===== src/rtl/cmp_ctrl_pkg.sv =====
// Package: register map, field layouts and types of the comparator control
package cmp_ctrl_pkg;
   // ==========================================================
   // Register offsets (byte addresses)
   localparam logic [7:0] OFS_CTRL1 = 8'h00;
   localparam logic [7:0] OFS_CTRL2 = 8'h04;
   localparam logic [7:0] OFS_STAT = 8'h08;
   localparam logic [7:0] OFS_FLAG = 8'h0c;
   localparam logic [7:0] OFS_ENAB = 8'h10;
   localparam logic [7:0] OFS_IRQC = 8'h14;
   // ==========================================================
   // Field positions and reset values
   localparam int FLAG_LSB = 5;
   localparam int PERIPHERAL_IRQ_ENABLE_BIT = 6;
   localparam int GIE_BIT = 7;
   localparam logic [7:0] CTRL_RST = 8'h1f;
   localparam logic [1:0] FLAG_RST = 2'h0;
   localparam logic [1:0] ENAB_RST = 2'h0;
   localparam int SYNC_STAGES = 3;
   // ==========================================================
   // Encodings
   localparam logic [1:0] EV_NONE = 2'h0;
   localparam logic [1:0] EV_RISE = 2'h1;
   localparam logic [1:0] EV_FALL = 2'h2;
   localparam logic [1:0] EV_ANY = 2'h3;
   localparam logic [1:0] NEG_B = 2'h0;
   localparam logic [1:0] NEG_C = 2'h1;
   localparam logic [1:0] NEG_D = 2'h2;
   localparam logic [1:0] NEG_FIXED = 2'h3;
   localparam logic [1:0] RESP_OKAY = 2'h0;
   localparam logic [1:0] RESP_SLVERR = 2'h2;
   // ==========================================================
   // Types
   typedef struct packed {
      logic comparator_on_bit;
      logic pin_output_route;
      logic output_invert;
      logic [1:0] event_select;
      logic positive_ref_select;
      logic [1:0] negative_channel_select;
   } comparator_control_t;
   typedef struct packed {
      logic power;
      logic pos_ladder;
      logic [3:0] neg_onehot;
   } analog_route_t;
endpackage : cmp_ctrl_pkg


===== src/rtl/dual_comparator_control.sv =====
// Digital control, result capture and event flags of two comparators
`timescale 1ns/100ps
module dual_comparator_control #(
   parameter bit LARGE_PACKAGE = 1'b1
) (
   input wire logic core_clk,
   input wire logic srst,
   input wire logic [7:0] s_axi_awaddr,
   input wire logic s_axi_awvalid,
   output logic s_axi_awready,
   input wire logic [31:0] s_axi_wdata,
   input wire logic [3:0] s_axi_wstrb,
   input wire logic s_axi_wvalid,
   output logic s_axi_wready,
   output logic [1:0] s_axi_bresp,
   output logic s_axi_bvalid,
   input wire logic s_axi_bready,
   input wire logic [7:0] s_axi_araddr,
   input wire logic s_axi_arvalid,
   output logic s_axi_arready,
   output logic [31:0] s_axi_rdata,
   output logic [1:0] s_axi_rresp,
   output logic s_axi_rvalid,
   input wire logic s_axi_rready,
   input wire logic [1:0] comparator_raw,
   input wire logic [1:0] port_latch,
   input wire logic [1:0] port_direction,
   output cmp_ctrl_pkg::analog_route_t route_o [2],
   output logic [1:0] pin_out,
   output logic [1:0] pin_out_en,
   output logic irq
);
   import cmp_ctrl_pkg::*;

   // ==========================================================
   // Write channel capture
   logic aw_held_q;
   logic w_held_q;
   logic [7:0] waddr_q;
   logic [31:0] wdata_q;
   logic [3:0] wstrb_q;
   logic wr_go;
   logic wr_hit;
   logic [7:0] wb;

   assign wr_go = aw_held_q && w_held_q && !s_axi_bvalid;
   assign wb = wdata_q[7:0];
   assign wr_hit = waddr_q == OFS_CTRL1 || waddr_q == OFS_CTRL2 ||
                   waddr_q == OFS_STAT || waddr_q == OFS_FLAG ||
                   waddr_q == OFS_ENAB || waddr_q == OFS_IRQC;

   always_ff @(posedge core_clk) begin
      if (srst) begin
         aw_held_q <= 1'b0;
         waddr_q <= 8'h00;
      end else if (s_axi_awvalid && s_axi_awready) begin
         aw_held_q <= 1'b1;
         waddr_q <= s_axi_awaddr;
      end else if (wr_go) begin
         aw_held_q <= 1'b0;
      end
   end

   always_ff @(posedge core_clk) begin
      if (srst) begin
         w_held_q <= 1'b0;
         wdata_q <= 32'h0000_0000;
         wstrb_q <= 4'h0;
      end else if (s_axi_wvalid && s_axi_wready) begin
         w_held_q <= 1'b1;
         wdata_q <= s_axi_wdata;
         wstrb_q <= s_axi_wstrb;
      end else if (wr_go) begin
         w_held_q <= 1'b0;
      end
   end

   // Ready is a flop; one write is in flight at most
   always_ff @(posedge core_clk) begin
      if (srst) begin
         s_axi_awready <= 1'b0;
         s_axi_wready <= 1'b0;
      end else begin
         s_axi_awready <= !aw_held_q && !s_axi_awready &&
                          !s_axi_bvalid;
         s_axi_wready <= !w_held_q && !s_axi_wready && !s_axi_bvalid;
      end
   end

   always_ff @(posedge core_clk) begin
      if (srst) begin
         s_axi_bvalid <= 1'b0;
         s_axi_bresp <= RESP_OKAY;
      end else if (wr_go) begin
         s_axi_bvalid <= 1'b1;
         s_axi_bresp <= wr_hit ? RESP_OKAY : RESP_SLVERR;
      end else if (s_axi_bready) begin
         s_axi_bvalid <= 1'b0;
      end
   end

   // Only byte lane 0 carries register bits
   logic wr_en;
   assign wr_en = wr_go && wstrb_q[0];

   // ==========================================================
   // Control and interrupt registers
   comparator_control_t ctrl_q [2];
   logic [1:0] flag_q;
   logic [1:0] enab_q;
   logic peripheral_irq_enable_q;
   logic gie_q;

   always_ff @(posedge core_clk) begin
      if (srst) begin
         ctrl_q[0] <= CTRL_RST;
         ctrl_q[1] <= CTRL_RST;
      end else if (wr_en && waddr_q == OFS_CTRL1) begin
         ctrl_q[0] <= wb;
      end else if (wr_en && waddr_q == OFS_CTRL2) begin
         ctrl_q[1] <= wb;
      end
   end

   always_ff @(posedge core_clk) begin
      if (srst) begin
         enab_q <= ENAB_RST;
         peripheral_irq_enable_q <= 1'b0;
         gie_q <= 1'b0;
      end else if (wr_en && waddr_q == OFS_ENAB) begin
         enab_q <= wb[FLAG_LSB +: 2];
      end else if (wr_en && waddr_q == OFS_IRQC) begin
         peripheral_irq_enable_q <= wb[PERIPHERAL_IRQ_ENABLE_BIT];
         gie_q <= wb[GIE_BIT];
      end
   end

   // ==========================================================
   // Per comparator: synchroniser, gating, polarity, events
   logic [SYNC_STAGES-1:0] sync_q [2];
   logic [1:0] res_q;
   logic [1:0] adj;
   logic [1:0] adj_prev_q;
   logic [1:0] event_hit;
   logic [1:0] arm_any;

   for (genvar i = 0; i < 2; i++) begin : g_cmp
      logic rise;
      logic fall;

      always_ff @(posedge core_clk) begin
         if (srst) begin
            sync_q[i] <= '0;
         end else begin
            sync_q[i] <= {sync_q[i][1:0], comparator_raw[i]};
         end
      end

      // A new level counts once stages two and three agree
      always_ff @(posedge core_clk) begin
         if (srst) begin
            res_q[i] <= 1'b0;
         end else if (!ctrl_q[i].comparator_on_bit) begin
            res_q[i] <= 1'b0;
         end else if (sync_q[i][1] == sync_q[i][2]) begin
            res_q[i] <= sync_q[i][2];
         end
      end

      assign adj[i] = res_q[i] ^ ctrl_q[i].output_invert;
      assign rise = adj[i] && !adj_prev_q[i];
      assign fall = !adj[i] && adj_prev_q[i];

      always_comb begin
         unique case (ctrl_q[i].event_select)
            EV_NONE: event_hit[i] = 1'b0;
            EV_RISE: event_hit[i] = rise;
            EV_FALL: event_hit[i] = fall;
            EV_ANY: event_hit[i] = rise || fall;
         endcase
      end

      // Selecting any-change mode raises the flag on the write itself
      assign arm_any[i] = wr_en &&
         waddr_q == (i == 0 ? OFS_CTRL1 : OFS_CTRL2) &&
         wb[4:3] == EV_ANY;

      always_ff @(posedge core_clk) begin
         if (srst) begin
            adj_prev_q[i] <= 1'b0;
         end else begin
            adj_prev_q[i] <= adj[i];
         end
      end

      // Channels C and D exist only on the larger package, and D only
      // on the second comparator; an absent choice connects nothing
      always_ff @(posedge core_clk) begin
         if (srst) begin
            route_o[i] <= '0;
         end else begin
            route_o[i].power <= ctrl_q[i].comparator_on_bit;
            route_o[i].pos_ladder <=
               ctrl_q[i].positive_ref_select;
            route_o[i].neg_onehot <= '0;
            unique case (ctrl_q[i].negative_channel_select)
               NEG_B: route_o[i].neg_onehot[0] <= 1'b1;
               NEG_C: route_o[i].neg_onehot[1] <= LARGE_PACKAGE;
               NEG_D: route_o[i].neg_onehot[2] <=
                  LARGE_PACKAGE && i == 1;
               NEG_FIXED: route_o[i].neg_onehot[3] <= 1'b1;
            endcase
         end
      end

      always_ff @(posedge core_clk) begin
         if (srst) begin
            pin_out[i] <= 1'b0;
            pin_out_en[i] <= 1'b0;
         end else begin
            pin_out[i] <= ctrl_q[i].pin_output_route ?
                          adj[i] : port_latch[i];
            pin_out_en[i] <= !port_direction[i];
         end
      end
   end

   // ==========================================================
   // Event flags: hardware set wins over a software clear
   logic [1:0] flag_wr;
   assign flag_wr = wb[FLAG_LSB +: 2];

   always_ff @(posedge core_clk) begin
      if (srst) begin
         flag_q <= FLAG_RST;
      end else if (wr_en && waddr_q == OFS_FLAG) begin
         flag_q <= flag_wr | event_hit | arm_any;
      end else begin
         flag_q <= flag_q | event_hit | arm_any;
      end
   end

   always_ff @(posedge core_clk) begin
      if (srst) begin
         irq <= 1'b0;
      end else begin
         irq <= |(flag_q & enab_q) && peripheral_irq_enable_q && gie_q;
      end
   end

   // ==========================================================
   // Read channel; status ignores writes entirely
   logic [7:0] rd_byte;
   logic rd_hit;

   always_comb begin
      rd_hit = 1'b1;
      unique case (s_axi_araddr)
         OFS_CTRL1: rd_byte = ctrl_q[0];
         OFS_CTRL2: rd_byte = ctrl_q[1];
         OFS_STAT: rd_byte = {6'h00, adj};
         OFS_FLAG: rd_byte = {1'b0, flag_q, 5'h00};
         OFS_ENAB: rd_byte = {1'b0, enab_q, 5'h00};
         OFS_IRQC: rd_byte = {gie_q, peripheral_irq_enable_q, 6'h00};
         default: begin
            rd_byte = 8'h00;
            rd_hit = 1'b0;
         end
      endcase
   end

   always_ff @(posedge core_clk) begin
      if (srst) begin
         s_axi_arready <= 1'b0;
      end else begin
         s_axi_arready <= !s_axi_arready && !s_axi_rvalid &&
                          s_axi_arvalid;
      end
   end

   always_ff @(posedge core_clk) begin
      if (srst) begin
         s_axi_rvalid <= 1'b0;
         s_axi_rdata <= 32'h0000_0000;
         s_axi_rresp <= RESP_OKAY;
      end else if (s_axi_arvalid && s_axi_arready) begin
         s_axi_rvalid <= 1'b1;
         s_axi_rdata <= {24'h00_0000, rd_byte};
         s_axi_rresp <= rd_hit ? RESP_OKAY : RESP_SLVERR;
      end else if (s_axi_rready) begin
         s_axi_rvalid <= 1'b0;
      end
   end

   // ==========================================================
   // Assertions
   property p_power;
      @(posedge core_clk) disable iff (srst)
      !ctrl_q[0].comparator_on_bit |=> !route_o[0].power;
   endproperty
   a_power: assert property (p_power)
      else $error("comparator powered while disabled");

   property p_neg_fixed;
      @(posedge core_clk) disable iff (srst)
      !srst && ctrl_q[1].negative_channel_select == NEG_FIXED
         |=> route_o[1].neg_onehot == 4'h8;
   endproperty
   a_neg_fixed: assert property (p_neg_fixed)
      else $error("fixed reference not routed");

   property p_pos_ref;
      @(posedge core_clk) disable iff (srst)
      !srst |=> route_o[0].pos_ladder ==
         $past(ctrl_q[0].positive_ref_select);
   endproperty
   a_pos_ref: assert property (p_pos_ref)
      else $error("positive input route wrong");

   property p_off_zero;
      @(posedge core_clk) disable iff (srst)
      !ctrl_q[1].comparator_on_bit ##1 !ctrl_q[1].comparator_on_bit
         |-> adj[1] == ctrl_q[1].output_invert;
   endproperty
   a_off_zero: assert property (p_off_zero)
      else $error("disabled result not held low");

   property p_pin_mux;
      @(posedge core_clk) disable iff (srst)
      ctrl_q[0].pin_output_route |=> pin_out[0] == $past(adj[0]);
   endproperty
   a_pin_mux: assert property (p_pin_mux)
      else $error("pin does not carry result");

   property p_pin_oe;
      @(posedge core_clk) disable iff (srst)
      !srst |=> pin_out_en == ~$past(port_direction);
   endproperty
   a_pin_oe: assert property (p_pin_oe)
      else $error("pin enable not from direction");

   property p_rise;
      @(posedge core_clk) disable iff (srst)
      ctrl_q[0].event_select == EV_RISE && $rose(adj[0])
         |=> flag_q[0];
   endproperty
   a_rise: assert property (p_rise)
      else $error("rising change not flagged");

   property p_none;
      @(posedge core_clk) disable iff (srst)
      ctrl_q[0].event_select == EV_NONE && !flag_q[0] && !wr_go
         |=> !flag_q[0];
   endproperty
   a_none: assert property (p_none)
      else $error("flag set with events disabled");

   property p_sticky;
      @(posedge core_clk) disable iff (srst)
      flag_q[1] && !(wr_en && waddr_q == OFS_FLAG) |=> flag_q[1];
   endproperty
   a_sticky: assert property (p_sticky)
      else $error("flag cleared without a write");

   property p_irq;
      @(posedge core_clk) disable iff (srst)
      1'b1 |=> irq == ($past(|(flag_q & enab_q)) &&
                       $past(peripheral_irq_enable_q) && $past(gie_q));
   endproperty
   a_irq: assert property (p_irq)
      else $error("interrupt gating wrong");

   property p_sync;
      @(posedge core_clk) disable iff (srst)
      ctrl_q[0].comparator_on_bit && $changed(res_q[0])
         |-> $past(sync_q[0][2]) == $past(sync_q[0][1]);
   endproperty
   a_sync: assert property (p_sync)
      else $error("result taken before stages agree");

   c_any: cover property (@(posedge core_clk)
      ctrl_q[1].event_select == EV_ANY && $fell(adj[1]));
   c_irq: cover property (@(posedge core_clk) $rose(irq));
   c_wr: cover property (@(posedge core_clk)
      s_axi_bvalid && s_axi_bready);
endmodule : dual_comparator_control


===== config.mk =====
export PLATFORM = sky130hd
export DESIGN_NAME = dual_comparator_control
export DESIGN_NICKNAME = d
export VERILOG_FILES = /design/src/rtl/cmp_ctrl_pkg.sv /design/src/rtl/dual_comparator_control.sv
export SDC_FILE = /design/constraint.sdc
export NUM_CORES = 1
export LEC_CHECK = 0
export BUFFER_PORTS_ARGS = -buffer_cell sky130_fd_sc_hd__clkbuf_2
export CORE_MARGIN = 2
export CORE_UTILIZATION = 44
export DETAILED_ROUTE_END_ITERATION = 10
export GPL_TIMING_DRIVEN = 0
export PLACE_DENSITY_LB_ADDON = 0.08
export SLEW_MARGIN = 20
export SYNTH_ARGS = -nofsm -noshare
export SYNTH_HDL_FRONTEND = slang
export SYNTH_SLANG_ARGS = --single-unit

===== constraint.sdc =====
create_clock -name core_clk -period 2.1 [get_ports core_clk]
set_clock_uncertainty 0.15 [all_clocks]
set_input_delay 0.105 -clock core_clk [delete_from_list [all_inputs] [get_ports core_clk]]
set_output_delay 0.105 -clock core_clk [all_outputs]
set_load 0.05 [all_outputs]

==> impl_metrics.tcl <==
set metrics [dict create \
    status "finished with violations" \
    failed_checks "setup timing" \
    cp_data_arrival_time_ns 2.09 \
    routed_via_density 4.70 \
    final_cell_mix "65 x dfxtp_1, 65 x clkbuf_2, 42 x nand2_1, 36 x dlygate4sd3_1" \
    worstSetupStartpointType "flip-flop" \
    synthTopCellsByArea "dfxtp_1 40%, edfxtp_1 15%, buf_4 6.2%" \
    largest_net_degree_at_the_start_of_global_routing 15 \
    timing.final.crit_share_pct 102 \
    dp_hpwl_mm 5.09 \
    number_of_remaining_drc_errors 0 \
    final.setup.tns_ns -0.751 \
    synth_seq_area_share_pct 54.7 \
    row_count 31 \
    ioPinCount 123 \
    grt_first_pass_wirelength_mm 12.1 \
    floorplan.die.height_um 90.5 \
    antennaDiodeCount 0 \
    antenna_found_initial 0 \
    power.leakage_nw 1.79 \
    routed_wire_length_per_instance_um 12.7 \
    postRouteAntennaNets 0 \
    synth-main-ff-cell "dfxtp_1" \
    async_reset_ff_share_pct 0 \
    clock_insertion_delay_worst_skew_ns 0.35 \
    final-max-slew-violation-count 0 \
    cts.reportedPaths.clkPinSlew_ns 0.08 \
    netlist_area_mm2 0.00330 \
    design.final.nets 542 \
    fp.dieArea_mm2 0.00820 \
    post_route_cells_drive_above_1_share_pct 25.6 \
    final.setup.worst_slack_ns -0.0469 \
    clock_tree.buffer_depth 2 \
    number_of_global_route_vias_before_repair 2564 \
    postRouteWirelength_mm 7.37 \
    synthToLayoutAreaGrowth_pct 34.9 \
    grt.overflow.total 0 \
    dpl-instance-area_mm2 0.00384 \
    avgSynthCellArea_um2 9.90 \
    ys.warnings.count 0 \
    final.min_clock_period_ns 2.15 \
    number_of_flops_mapped_to_enable_cells_by_yosys 16 \
    timing.max_cap.violations 0 \
    maxClockFrequency_ghz 0.466 \
    timing.final.hold_violations 0 \
    timing.critical_path.required_ns 2.04 \
    drt_first_iter_violations 65 \
    floorplan.core_area_mm2 0.00725 \
    clock_tree.root_cell "clkbuf_8" \
    synth_top_area_share_pct 40.1 \
    rsz0062_at_grt "yes" \
    setup.worst_path.class "flip-flop to flip-flop" \
    netlist-cell-type-count 43 \
    grt_usage_pct 18.6 \
    cts_tree "yes" \
    worstPathMaxFanout 5 \
    cell_area_after_layout_mm2 0.00445 \
    end_kind "flip-flop" \
    routabilityCongestion 0.789 \
    slew_headroom_pct 58.9 \
    detailedRoute.firstPassIterationCount 4 \
    starting_density_of_the_core_pct 45.4 \
    count_of_input_and_output_buffers 65 \
    cts.htree.levels 3 \
    power_density_mw_per_mm2 723 \
    n_fill_cell 659 \
    max-vdd-ir-drop_v 0.000356 \
    tritoncts_num_sinks 82 \
    min_path_type "input pin to flip-flop" \
    timing_worst_slew_pin_value_ns 0.617 \
    die-width_um 90.5 \
    post-synth-top-area-cell "dfxtp_1" \
    cts-buffers-inserted 9 \
    ys_ff_latch 82 \
    vias 2724 \
    report.final.setup_viol 26 \
    syn-instance-count 333 \
]
## logic make-up (layout without fill, tap and decap cells)
logic type,Yosys count,after routing,share of synthesized area [%]
other,1,27,0.114
multiplexers,11,11,3.83
adder cells (fa/ha/maj),2,2,0.759
flip-flops,82,82,54.7
buffers and inverters,49,170,8.66
XOR/XNOR,2,2,0.532
AO/OA/AOI/OAI,63,63,11.5
AND/OR/NAND/NOR,123,123,20.0
## flip-flops by register name, indices dropped and copies added, names as in the netlist, 6 cells and up
name / count
ctrl_q: 16
route_o: 11
s_axi_rdata: 8
waddr_q: 8
wdata_q: 8
sync_q: 6
## synth_stat cells, drive strengths merged (3+ instances only)
cell type and n:
dfxtp 66, nand2 42, a21oi 31, buf 28, edfxtp 16, clkbuf 14
nor2 13, nor2b 13, nand3 10, o21ai 10, nand2b 9, inv 7
mux2i 7, nor3 7, a211oi 5, nand4 5, nor4 5, and2 4
nand4b 4, a22o 3, and3b 3, mux2 3, nor3b 3, or4 3
## timing repair
| item | CTS | global route |
|---|---|---|
| setup endpoints to repair | 37 | 37 |
| gates resized for setup | 4 | 5 |
| pin swaps | 1 | 1 |
| gates cloned | 0 | 0 |
| endpoints found under the hold margin | 32 | 0 |
| hold buffers | 36 | 0 |
| setup buffers | 3 | 1 |
## layout make-up
cell class | count | area (um2) | share of cell area, %
flip-flops and latches | 82 | 1800 | 40.6
multi-input cells | 228 | 1340 | 30.1
repair buffers | 105 | 716 | 16.1
clock buffers | 11 | 153 | 3.43
inverters | 7 | 26.3 | 0.591
well taps | 99 | 124 | 2.79
clock inverters | 5 | 28.8 | 0.647
plain buffers | 42 | 259 | 5.83
## worst paths after layout
check                     start            to  slack, ns  depth (start not counted)
hold / removal    s_axi_awvalid    waddr_q[0]       0.02                          3
hold reg to reg    sync_q[1][0]  sync_q[1][1]       0.29                          1
setup / recovery     waddr_q[6]  ctrl_q[0][9]      -0.05                          5
setup reg to reg     waddr_q[6]  ctrl_q[0][9]      -0.05                          5
## metal layers
metal  routed length, um  track usage (%)  vias to the layer above  part of all wire, %
li1                    -                -                     1397                    -
met1                3300             22.4                     1248                   45
met2                3610             32.1                       68                   49
met3                 319             3.76                       11                  4.3
met4                 141             8.08                        0                  1.9
met5                   0                0                        -                    0
## per-stage QoR
step	utilization [%]	worst slack [ns]	hold WS, ns	total power, mW	std cells
3_3_place_gp	53.0	-0.182	0.107	2.14	523
5_1_grt	61.3	-0.113	0.0700	3.33	579
6_report	61.3	-0.0469	0.0218	3.22	579
3_5_place_dp	53.0	-0.212	0.109	2.14	523
2_1_floorplan	-	0.0226	0.0217	2.04	359
4_1_cts	61.0	-0.0267	0.00432	3.22	578
## worst max-delay path, cell delays in order, from the launching register on
cell and delay, ns:
dfxtp_1 0.32, or4_4 0.58, or4_4 0.46, nor3_4 0.14
buf_4 0.15, nand2b_1 0.09
## power breakdown
part           total (mW)  internal (mW)  switching, mW
sequential           1.68           1.65         0.0338
clock                1.05          0.494          0.558
combinational       0.480          0.171          0.309
(Power assumes the default switching activity.)
